## src/include/hap_defs.vh

```
// constants for the assisted parallel port: map, fields, reset values
`ifndef HAP_DEFS_VH
`define HAP_DEFS_VH

`define HAP_ADDR_W      8
`define HAP_OFF_CFG     8'h00
`define HAP_OFF_PORT0   8'h04
`define HAP_OFF_PORT1   8'h08
`define HAP_OFF_PORT2   8'h0c
`define HAP_OFF_IRQ_ST  8'h10
`define HAP_OFF_IRQ_MSK 8'h14

`define HAP_CFG_WID_LO  0
`define HAP_CFG_WID_HI  1
`define HAP_CFG_VALID   2
`define HAP_CFG_ROOM    3
`define HAP_CFG_VPOL    4
`define HAP_CFG_RPOL    5
`define HAP_CFG_EN      7

`define HAP_WID_8       2'b00
`define HAP_WID_16      2'b01
`define HAP_WID_24      2'b10

`define HAP_IRQ_OE      0
`define HAP_IRQ_STB     1

`define HAP_RST_CFG     8'h00
`define HAP_RST_MSK     2'b00
`define HAP_SYNC_STAGES 2

`define HAP_RESP_OKAY   2'b00
`define HAP_RESP_SLVERR 2'b10

`endif

```

## src/rtl/hap_port.v

```verilog
// assisted parallel port with axi4-lite register access
`timescale 1ns/10ps
`include "hap_defs.vh"
module hap_port (
  input  wire                   clk,
  input  wire                   rst_n,
  input  wire [`HAP_ADDR_W-1:0] s_axi_awaddr,
  input  wire                   s_axi_awvalid,
  output wire                   s_axi_awready,
  input  wire [31:0]            s_axi_wdata,
  input  wire [3:0]             s_axi_wstrb,
  input  wire                   s_axi_wvalid,
  output wire                   s_axi_wready,
  output reg  [1:0]             s_axi_bresp,
  output reg                    s_axi_bvalid,
  input  wire                   s_axi_bready,
  input  wire [`HAP_ADDR_W-1:0] s_axi_araddr,
  input  wire                   s_axi_arvalid,
  output wire                   s_axi_arready,
  output reg  [31:0]            s_axi_rdata,
  output reg  [1:0]             s_axi_rresp,
  output reg                    s_axi_rvalid,
  input  wire                   s_axi_rready,
  input  wire [7:0]             port0_in,
  output reg  [7:0]             port0_out,
  output reg                    port0_oe_n,
  input  wire [7:0]             port1_in,
  output reg  [7:0]             port1_out,
  output reg                    port1_oe_n,
  input  wire [7:0]             port2_in,
  output reg  [7:0]             port2_out,
  output reg                    port2_oe_n,
  input  wire                   input_strobe_n,
  input  wire                   out_drive_en_n,
  input  wire                   chip_sel_n,
  output reg                    room_for_input_pin,
  output reg                    output_valid_pin,
  output wire                   irq
);

  // number of byte lanes in use for a width code
  function [1:0] lanes;
    input [1:0] wid;
    begin
      case (wid)
        `HAP_WID_16: lanes = 2'd2;
        `HAP_WID_24: lanes = 2'd3;
        default:     lanes = 2'd1;
      endcase
    end
  endfunction

  // address decode shared by read and write paths
  function mapped;
    input [`HAP_ADDR_W-1:0] a;
    begin
      case (a)
        `HAP_OFF_CFG, `HAP_OFF_PORT0, `HAP_OFF_PORT1, `HAP_OFF_PORT2,
        `HAP_OFF_IRQ_ST, `HAP_OFF_IRQ_MSK: mapped = 1'b1;
        default: mapped = 1'b0;
      endcase
    end
  endfunction

  reg  [7:0]             cfg_r;
  reg  [1:0]             msk_r;
  reg  [1:0]             ist_r;
  reg  [1:0]             ist_nxt;
  reg                    valid_r;
  reg                    valid_nxt;
  reg                    room_r;
  reg                    room_nxt;
  reg  [7:0]             out0_r;
  reg  [7:0]             out1_r;
  reg  [7:0]             out2_r;
  reg  [7:0]             in0_r;
  reg  [7:0]             in1_r;
  reg  [7:0]             in2_r;
  reg                    aw_held_r;
  reg  [`HAP_ADDR_W-1:0] aw_addr_r;
  reg                    w_held_r;
  reg  [7:0]             w_data_r;
  reg                    w_lane0_r;
  reg                    stb_act_d_r;
  reg                    oe_act_d_r;
  wire [2:0]             hs_sync;
  wire                   en;
  wire [1:0]             nl;
  wire                   stb_act;
  wire                   oe_act;
  wire                   stb_start;
  wire                   stb_end;
  wire                   oe_start;
  wire                   oe_end;
  wire                   do_wr;
  wire                   do_rd;
  wire                   wr_p0;
  wire                   rd_p0;
  wire                   rd_ist;

  hap_sync #(
    .W (3)
  ) u_sync (
    .clk   (clk),
    .rst_n (rst_n),
    .din   ({chip_sel_n, out_drive_en_n, input_strobe_n}),
    .dout  (hs_sync)
  );

  assign en = cfg_r[`HAP_CFG_EN];
  assign nl = lanes(cfg_r[`HAP_CFG_WID_HI:`HAP_CFG_WID_LO]);

  assign stb_act = en & ~hs_sync[0] & ~hs_sync[2];
  assign oe_act  = en & ~hs_sync[1] & ~hs_sync[2];

  assign stb_start = stb_act & ~stb_act_d_r;
  assign stb_end   = ~stb_act & stb_act_d_r;
  assign oe_start  = oe_act & ~oe_act_d_r;
  assign oe_end    = ~oe_act & oe_act_d_r;

  always @(posedge clk) begin
    if (!rst_n) begin
      stb_act_d_r <= 1'b0;
      oe_act_d_r  <= 1'b0;
    end else begin
      stb_act_d_r <= stb_act;
      oe_act_d_r  <= oe_act;
    end
  end

  // bus write side: address and data accepted in either order
  assign s_axi_awready = ~aw_held_r & ~s_axi_bvalid;
  assign s_axi_wready  = ~w_held_r & ~s_axi_bvalid;
  assign do_wr = aw_held_r & w_held_r & ~s_axi_bvalid;
  // only port 0 write raises valid
  assign wr_p0  = do_wr & w_lane0_r & (aw_addr_r == `HAP_OFF_PORT0);

  always @(posedge clk) begin
    if (!rst_n) begin
      aw_held_r    <= 1'b0;
      aw_addr_r    <= {`HAP_ADDR_W{1'b0}};
      w_held_r     <= 1'b0;
      w_data_r     <= 8'h00;
      w_lane0_r    <= 1'b0;
      s_axi_bvalid <= 1'b0;
      s_axi_bresp  <= `HAP_RESP_OKAY;
    end else begin
      if (s_axi_awvalid && s_axi_awready) begin
        aw_held_r <= 1'b1;
        aw_addr_r <= s_axi_awaddr;
      end
      if (s_axi_wvalid && s_axi_wready) begin
        w_held_r  <= 1'b1;
        w_data_r  <= s_axi_wdata[7:0];
        w_lane0_r <= s_axi_wstrb[0];
      end
      if (do_wr) begin
        aw_held_r    <= 1'b0;
        w_held_r     <= 1'b0;
        s_axi_bvalid <= 1'b1;
        s_axi_bresp  <= mapped(aw_addr_r) ? `HAP_RESP_OKAY : `HAP_RESP_SLVERR;
      end else if (s_axi_bready) begin
        s_axi_bvalid <= 1'b0;
      end
    end
  end

  // writable registers and outbound latches
  always @(posedge clk) begin
    if (!rst_n) begin
      cfg_r  <= `HAP_RST_CFG;
      msk_r  <= `HAP_RST_MSK;
      out0_r <= 8'h00;
      out1_r <= 8'h00;
      out2_r <= 8'h00;
    end else if (do_wr && w_lane0_r) begin
      case (aw_addr_r)
        // status bits 2 and 3 are read-only
        `HAP_OFF_CFG: begin
          cfg_r <= w_data_r & 8'hb3;
        end
        `HAP_OFF_PORT0: begin
          out0_r <= w_data_r;
        end
        `HAP_OFF_PORT1: begin
          out1_r <= w_data_r;
        end
        `HAP_OFF_PORT2: begin
          out2_r <= w_data_r;
        end
        `HAP_OFF_IRQ_MSK: begin
          msk_r <= w_data_r[1:0];
        end
        default: begin
          msk_r <= msk_r;
        end
      endcase
    end
  end

  // bus read side, one read at a time
  assign s_axi_arready = ~s_axi_rvalid;
  assign do_rd  = s_axi_arvalid & s_axi_arready;
  // only port 0 read frees room
  assign rd_p0  = do_rd & (s_axi_araddr == `HAP_OFF_PORT0);
  assign rd_ist = do_rd & (s_axi_araddr == `HAP_OFF_IRQ_ST);

  always @(posedge clk) begin
    if (!rst_n) begin
      s_axi_rvalid <= 1'b0;
      s_axi_rdata  <= 32'h0000_0000;
      s_axi_rresp  <= `HAP_RESP_OKAY;
    end else if (do_rd) begin
      s_axi_rvalid <= 1'b1;
      s_axi_rresp  <= mapped(s_axi_araddr) ? `HAP_RESP_OKAY : `HAP_RESP_SLVERR;
      case (s_axi_araddr)
        // status bits read against the pin
        `HAP_OFF_CFG: begin
          s_axi_rdata <= {24'h00_0000, cfg_r[7:4],
                          cfg_r[`HAP_CFG_RPOL] ? room_r : ~room_r,
                          cfg_r[`HAP_CFG_VPOL] ? valid_r : ~valid_r,
                          cfg_r[1:0]};
        end
        `HAP_OFF_PORT0: begin
          s_axi_rdata <= {24'h00_0000, in0_r};
        end
        `HAP_OFF_PORT1: begin
          s_axi_rdata <= {24'h00_0000, in1_r};
        end
        `HAP_OFF_PORT2: begin
          s_axi_rdata <= {24'h00_0000, in2_r};
        end
        `HAP_OFF_IRQ_ST: begin
          s_axi_rdata <= {30'h0000_0000, ist_r};
        end
        `HAP_OFF_IRQ_MSK: begin
          s_axi_rdata <= {30'h0000_0000, msk_r};
        end
        default: begin
          s_axi_rdata <= 32'h0000_0000;
        end
      endcase
    end else if (s_axi_rready) begin
      s_axi_rvalid <= 1'b0;
    end
  end

  // handshake flags; a set in the clearing cycle wins
  always @* begin
    valid_nxt = valid_r;
    room_nxt  = room_r;
    ist_nxt   = rd_ist ? 2'b00 : ist_r;
    if (oe_start) begin
      valid_nxt = 1'b0;
    end
    if (wr_p0) begin
      valid_nxt = 1'b1;
    end
    if (stb_start) begin
      room_nxt = 1'b0;
    end
    if (rd_p0) begin
      room_nxt = 1'b1;
    end
    if (oe_end) begin
      ist_nxt[`HAP_IRQ_OE] = 1'b1;
    end
    if (stb_end) begin
      ist_nxt[`HAP_IRQ_STB] = 1'b1;
    end
  end

  always @(posedge clk) begin
    if (!rst_n) begin
      valid_r <= 1'b0;
      room_r  <= 1'b1;
      ist_r   <= 2'b00;
    end else begin
      valid_r <= valid_nxt;
      room_r  <= room_nxt;
      ist_r   <= ist_nxt;
    end
  end

  assign irq = |(ist_r & msk_r);

  // data sampled at strobe start, held stable by master
  // capture only the lanes in use
  always @(posedge clk) begin
    if (!rst_n) begin
      in0_r <= 8'h00;
      in1_r <= 8'h00;
      in2_r <= 8'h00;
    end else if (stb_start) begin
      in0_r <= port0_in;
      if (nl >= 2'd2) begin
        in1_r <= port1_in;
      end
      if (nl == 2'd3) begin
        in2_r <= port2_in;
      end
    end
  end

  // drive pins; outputs push-pull while enabled
  always @(posedge clk) begin
    if (!rst_n) begin
      port0_out          <= 8'h00;
      port1_out          <= 8'h00;
      port2_out          <= 8'h00;
      port0_oe_n         <= 1'b1;
      port1_oe_n         <= 1'b1;
      port2_oe_n         <= 1'b1;
      output_valid_pin   <= 1'b0;
      room_for_input_pin <= 1'b0;
    end else begin
      port0_out  <= out0_r;
      port1_out  <= out1_r;
      port2_out  <= out2_r;
      port0_oe_n <= ~oe_act;
      port1_oe_n <= ~(oe_act & (nl >= 2'd2));
      port2_oe_n <= ~(oe_act & (nl == 2'd3));
      output_valid_pin <= en & (cfg_r[`HAP_CFG_VPOL] ? ~valid_r : valid_r);
      room_for_input_pin <= en & (cfg_r[`HAP_CFG_RPOL] ? ~room_r : room_r);
    end
  end

endmodule

```

## src/rtl/hap_sync.v

```verilog
// two-stage synchroniser for the handshake inputs
`timescale 1ns/10ps
`include "hap_defs.vh"
module hap_sync #(
  parameter W = 3
) (
  input  wire         clk,
  input  wire         rst_n,
  input  wire [W-1:0] din,
  output wire [W-1:0] dout
);
  // resets to all ones: the handshake inputs idle high
  reg [W-1:0] meta_r;
  reg [W-1:0] sync_r;

  always @(posedge clk) begin
    if (!rst_n) begin
      meta_r <= {W{1'b1}};
      sync_r <= {W{1'b1}};
    end else begin
      meta_r <= din;
      sync_r <= meta_r;
    end
  end

  assign dout = sync_r;
endmodule
```

## config.mk

```make
export PLATFORM = sky130hd
export DESIGN_NAME = hap_port
export DESIGN_NICKNAME = d
export VERILOG_FILES = /design/src/rtl/hap_port.v /design/src/rtl/hap_sync.v
export VERILOG_INCLUDE_DIRS = /design/src /design/src/include
export SDC_FILE = /design/constraint.sdc
export NUM_CORES = 1
export LEC_CHECK = 0
export ABC_AREA = 1
export BUFFER_PORTS_ARGS = -buffer_cell sky130_fd_sc_hd__buf_2
export CAP_MARGIN = 30
export CORE_ASPECT_RATIO = 1.75
export CORE_MARGIN = 2
export CORE_UTILIZATION = 40
export DETAILED_ROUTE_END_ITERATION = 10
export GPL_ROUTABILITY_DRIVEN = 0
export PLACE_DENSITY = 0.7
export SLEW_MARGIN = 20
export SYNTH_ARGS = -nofsm -noshare
export SYNTH_HDL_FRONTEND = slang
export SYNTH_SLANG_ARGS = --single-unit
```

## constraint.sdc

```tcl
create_clock -name clk -period 2.2 [get_ports clk]
set_input_delay 0.55 -clock clk [delete_from_list [all_inputs] [get_ports clk]]
set_output_delay 0.55 -clock clk [all_outputs]
set_load 0.02 [all_outputs]
```

==> results of run 1 <==
[cell type report]
type,instances,area [um2],share of cell area [%]
Clock buffer,20,447,7.25
Multi-Input combinational cell,437,1950,31.7
Timing Repair Buffer,113,616,9.99
Clock inverter,12,161,2.62
Tap cell,165,206,3.35
Sequential cell,127,2540,41.2
Inverter,64,240,3.90
[flip-flops by register name, indices dropped and copies added (netlist names), 2 cells and up]
name and count:
w_data_r 8, port1_out 8, out1_r 8, u_sync.dout 3
u_sync.meta_r 3, msk_r 2, ist_r 2, s_axi_rdata 8
cfg_r 5, in1_r 8, aw_addr_r 8, port0_out 8
port2_out 8, in0_r 8, in2_r 8, out0_r 8
out2_r 8
[cell usage in the layout, fill, tap and decap left out, types with 2 or more instances in the layout]
cell / count
a21oi_1: 47
buf_12: 2
buf_2: 103
buf_4: 8
bufinv_16: 3
clkbuf_1: 2
clkbuf_16: 17
clkinv_1: 4
clkinv_4: 4
clkinvlp_4: 3
conb_1: 26
dfxtp_1: 127
inv_1: 58
inv_2: 2
nand2_1: 138
nand3_1: 38
nand3_4: 2
nor2_1: 109
nor3_1: 7
nor3_4: 2
o21ai_0: 51
or2_2: 7
xnor2_1: 2
[layer usage]
| layer | wire [um] | part of all wire [%] | GRT usage [%] |
|---|---|---|---|
| met5 | 0 | 0 | 0 |
| met4 | 315 | 2.8 | 9.23 |
| met3 | 559 | 5.0 | 3.65 |
| met2 | 5710 | 51 | 30.6 |
| met1 | 4540 | 41 | 19.5 |
[per-stage QoR]
step / hold WS [ns] / util [%]
after floorplan: 0.393 / -
after global placement: 0.397 / 46.3
after detailed placement: 0.404 / 46.3
after CTS: 0.314 / 51.4
after global routing: 0.317 / 51.4
final: 0.331 / 51.4
[cells by family after synthesis]
family	Yosys count	share of synthesized area, %
AND/OR/NAND/NOR	306	26.3
flip-flops	127	51.5
buffers and inverters	112	10.9
AO/OA/AOI/OAI	102	10.6
XOR/XNOR	2	0.355
adder cells (fa/ha/maj)	1	0.253
other	1	0.0759
[power breakdown]
| group | switching [W] | total (W) | internal (W) | leakage (nW) |
|---|---|---|---|---|
| sequential | 0.0000306 | 0.00238 | 0.00235 | 1.03 |
| clock | 0.00102 | 0.00284 | 0.00182 | 0.287 |
| combinational | 0.000233 | 0.000339 | 0.000106 | 1.59 |
| total | 0.00128 | 0.00556 | 0.00427 | 2.91 |
[path summary, 6_finish.rpt]
check | startpoint | endpoint | slack [ns] | cells past startpoint
setup / recovery | msk_r[0] | irq | 0.52 | 2
hold / removal | chip_sel_n | u_sync.meta_r[2] | 0.33 | 2
setup reg to reg | aw_addr_r[0] | cfg_r[0] | 0.57 | 6
hold reg to reg | u_sync.meta_r[2] | u_sync.dout[2] | 0.41 | 1
==> results.md, run 1 <==
- Status: complete, no violations
- Top-count cell post-synth: nand2_1
- CTS tree: done
- DR WL/cell: 11.9 um
- Crit path DAT: 1.13 ns
- Vias post-DR: 4264
- RSZ-0062 raised after global routing: no
- DRC Markers: 0
- Clk slew on worst S/H paths: 0.05 ns
- Delay of the slowest critical-path stage: 0.32 ns
- Synth-to-layout area growth: 24.8%
- Hold Vio Cnt, Final: 0
- Async S/R FF share, synth: 0%
- CP endpoint kind: output pin
- Sequential fraction of the synthesis area: 51.5%
- Fin area: 6160 um2
- Max-cap viol count: 0
- Number of buffers created by CTS: 17
- Critical path, cell by cell: a22o_1 > buf_2
- Post-synth EDFFs: 0
- Critical path buffer and inverter count: 1
- Share of the synthesized area in the top cell type: 51.5%
- Dpl cells: 906
- Post-Syn Area: 4940 um2
- Num Clock Sinks: 127
- Largest delay share family, worst path: flip-flops
- Post-layout net count: 847
- Filler cells: 1188
- Crit Path Max Fanout: 3
- Post-detail-place hpwl: 7.95 mm
- Yosys top cell by area: dfxtp_1
- First-pass GRT wire length: 17.9 mm
- Peak supply drop: 471 uV
- Non-Filler Instances: 938
- I/O Pins: 157
- FP Rows: 53
- Synthesis Warnings: 0
- CP startpoint kind: flip-flop
- Placement Cell Area: 5560 um2
- Die footprint: 13300 um2
- Post-CTS Resized: 0
- Setup violators final: 0
- Tmin final: 1.68 ns
- Largest net degree at the start of global routing: 89
- Slew Limit Headroom: 60.4%
- Pre-Repair DR Iteration Count: 4
- CTS max path bufs: 2
- FF+latch count, synth: 127
- Yosys cell types: 28
- Overall routing resource usage: 17.5%
- Overflow after GRT: 0
- Die X: 88.0 um
- Synth area leaders: dfxtp_1 (51%), nand2_1 (10%), nor2_1 (8.3%), o21ai_0 (5.2%), a21oi_1 (4.8%)
- IO Port Bufs: 103
- Initial antenna violation count: 0
- Hold Crit Class: in2reg
- Syn Inst Count: 651
- Worst-Margin Slew: 0.592 ns
- Crit Path Class: reg2out
- Worst Path Required: 1.65 ns
- DIE HEIGHT: 151 um
- Top FF cell, synth: dfxtp_1
- Routed WL: 11.1 mm
- Via density per instance: 4.55
- Final Max Slew Viols: 0
- Layout cells sized above 1: 20.7%
- Diodes inserted: 0
- Pre-CTS WS: 0.451 ns
- Post-Route Setup TNS: 0 ns
- Worst-Skew Late Latency: 0.41 ns
- Clock root buffer: clkbuf_16
- Post-cts hold buffer count: 0
- DRT iter0 DRCs: 177
- Area of the core: 12000 um2
- Leakage: 2.91 nW
- Vias in the first global route: 3816
- Worst path slowest cell: dfxtp_1
- Power, Total: 0.00556 W
- Starting Density: 41.1%
- Average size of a mapped cell: 7.59 um2
- Clock Skew: 0.00900 ns
- Fmax: 594 MHz
- ANT nets after route: 0
- Setup Fix Bufs, Post-CTS: 0
- Pwr Density: 901 nW/um2
- H-tree levels: 4
- Final setup margin: 0.515 ns
- Post-synth top cells: nand2_1 (138), dfxtp_1 (127), nor2_1 (109), inv_1 (58), o21ai_0 (51)
- Final period util: 76.6%
(Power assumes the default switching activity.)
==> inputs of run 2 (changes only) <==
--- a/config.mk
+++ b/config.mk
@@ -14,7 +14,7 @@
 export CORE_UTILIZATION = 40
 export DETAILED_ROUTE_END_ITERATION = 10
 export GPL_ROUTABILITY_DRIVEN = 0
-export PLACE_DENSITY = 0.7
+export PLACE_DENSITY = 0.73
 export SLEW_MARGIN = 20
 export SYNTH_ARGS = -nofsm -noshare
 export SYNTH_HDL_FRONTEND = slang
==> constraint.sdc (replaced) <==
create_clock -name clk -period 1.4 [get_ports clk]
set_input_delay 0.35 -clock clk [delete_from_list [all_inputs] [get_ports clk]]
set_output_delay 0.35 -clock clk [all_outputs]
set_load 0.02 [all_outputs]
==> run 2 against run 1 <==
The run now ends with setup timing left. Routed wire length rose by 3.1%. Clock skew fell by 0.00094 ns. Power rose by 54%. Register-to-register slack got worse by 0.52 ns. Sequential cell count did not move. Core utilization rose by 2.4 points. Clock power rose by 48%. First-iteration DRC count fell by 2.8%. Global-route usage rose by 0.24 points. Count of clock-buffer cells in the layout did not move. Design area rose by 4.6%. Highest routed layer unchanged.
==> results.md, run 2 (same netlist as run 1, synthesis figures left out) <==
- WP depth: 2
- Worst reg2reg path depth: 9
- First-pass GRT wire length: 18.1 mm
- Via density per instance: 4.57
- Layout cells sized above 1: 24.9%
- Largest delay share family, worst path: flip-flops
- DRC Markers: 0
- Post-cts hold buffer count: 0
- Hold Vio Cnt, Final: 0
- Final Max Slew Viols: 0
- Die X: 88.0 um
- Commonest non-fill, non-tap cells in the layout: nand2_1 (136), dfxtp_1 (122), nor2_1 (106), buf_2 (99), inv_1 (58)
- DRT iter0 DRCs: 172
- Non-Filler Instances: 961
- Fmax: 693 MHz
- Leading cell type in the layout, fill and taps excluded: nand2_1
- Largest net degree at the start of global routing: 89
- Status: complete, but fails checks
- Crit Path Max Fanout: 2
- Sw Ratio: 22.8%
- FP Rows: 53
- Net Sw Power: 0.00195 W
- Failing checks: setup timing
- CTS max path bufs: 2
- Leakage: 3.05 nW
- Number of buffers created by CTS: 17
- Post-layout net count: 872
- Critical path, cell by cell: a22o_1 > buf_6
- Vias in the first global route: 4121
- Reg-to-reg slack, setup: 0.05 ns
- Dpl cells: 930
- Worst Path Required: 1.05 ns
- Worst-Skew Late Latency: 0.40 ns
- CTS tree: done
- Post-detail-place hpwl: 8.32 mm
- Internal Dissipation: 0.00662 W
- Setup violators final: 3
- Final period util: 103%
- RSZ-0062 raised after global routing: yes
- FF-to-FF Start: s_axi_bvalid
- Hold Crit Class: in2reg
- Crit Path Class: reg2out
- Clock Skew: 0.00807 ns
- Delay of the slowest critical-path stage: 0.32 ns
- Filler cells: 1179
- Clock Power Share: 48.9%
- Multi-input logic area: 1990 um2
- Post-layout util: 53.7%
- Worst path slowest cell: dfxtp_2
- Synth-to-layout area growth: 30.6%
- Vias post-DR: 4387
- Diodes inserted: 0
- Initial antenna violation count: 0
- IO Port Bufs: 103
- Overflow after GRT: 0
- Reg2reg end: out0_r[5]
- Post-Route Setup TNS: -0.128 ns
- Final setup margin: -0.0435 ns
- Comb pwr share: 7.5%
- Clk slew on worst S/H paths: 0.05 ns
- Max-cap viol count: 0
- Clock root buffer: clkbuf_16
- Tmin final: 1.44 ns
- Die footprint: 13300 um2
- Num Clock Sinks: 127
- CP startpoint kind: flip-flop
- Area of the core: 12000 um2
- DR WL/cell: 11.9 um
- Pre-Repair DR Iteration Count: 4
- Pwr Density: 1330 nW/um2
- Peak supply drop: 693 uV
- CP startpoint: ist_r[0]
- Share of power burned in registers: 43.6%
- I/O Pins: 157
- Seq. cell area: 2550 um2
- H-tree levels: 4
- Overall routing resource usage: 17.7%
- CP endpoint kind: output pin
- ANT nets after route: 0
- Crit path DAT: 1.09 ns
- Routed WL: 11.5 mm
- DIE HEIGHT: 151 um
- Starting Density: 41.1%
- Critical path buffer and inverter count: 1
- Crit path to: irq
-- run 2: cell types whose count changed in the layout (fill, tap and decap cells not counted), moves of 3 or more --
cell	previous run	this run
nor2_1	109	106
o21ai_1	0	7
buf_2	103	99
dfxtp_1	127	122
o21ai_0	51	44
buf_4	8	26
buf_6	0	8
buf_12	2	5
dfxtp_2	0	4
nor2_4	0	3
-- run 2: worst min path at each step --
stage                     start               end  cells after the start
2_1_floorplan  u_sync.meta_r[0]    u_sync.dout[0]                      1
3_3_place_gp   u_sync.meta_r[2]    u_sync.dout[2]                      1
3_5_place_dp   u_sync.meta_r[0]    u_sync.dout[0]                      1
4_1_cts              chip_sel_n  u_sync.meta_r[2]                      2
5_1_grt              chip_sel_n  u_sync.meta_r[2]                      2
6_report             chip_sel_n  u_sync.meta_r[2]                      2
-- run 2: worst reg2reg max path: cells and delay by family, from the launching register on --
family	cells	cell delay [ns]
simple gates	7	0.67
flops	1	0.35
buf+inv	2	0.23
-- run 2: final cells by class --
class / instances / area share, %
Sequential cell: 127 / 39.6
Multi-Input combinational cell: 437 / 30.9
Timing Repair Buffer: 138 / 13.7
Clock buffer: 20 / 7.08
Inverter: 64 / 3.76
Tap cell: 165 / 3.20
Clock inverter: 10 / 1.79
-- run 2: timing repair --
action                                  CTS  global route
setup buffers                             1             0
endpoints found under the hold margin     0             0
endpoints found under the setup margin    4            47
resized for setup                        17            17
pin swaps                                 1             3
-- run 2: through the flow --
step	setup slack, ns	cell area [um2]	total power, W	hold WS [ns]
detailed placement	-0.0349	5780	0.00442	0.400
global placement	-0.00485	5780	0.00441	0.397
global route	-0.0927	6450	0.00891	0.130
finish	-0.0435	6450	0.00858	0.139
CTS	-0.0503	6410	0.00864	0.123
floorplan	-0.0366	5040	0.00422	0.393
-- run 2: power by group through the flow --
stage	logic, W	clock network [W]	registers, W
after floorplan	0.000397	0	0.00382
after global placement	0.000596	0	0.00381
after detailed placement	0.000603	0	0.00381
after CTS	0.000626	0.00427	0.00374
after global routing	0.000708	0.00445	0.00375
final	0.000641	0.00419	0.00374
-- run 2: layer usage --
| metal | part of all wire [%] | GRT usage (%) | vias to the layer above |
|---|---|---|---|
| met2 | 51 | 31.6 | 146 |
| met5 | 0 | 0 | - |
| met1 | 39 | 18.3 | 1936 |
| met4 | 5.0 | 12.2 | 0 |
| met3 | 4.5 | 3.22 | 39 |
| li1 | - | - | 2266 |
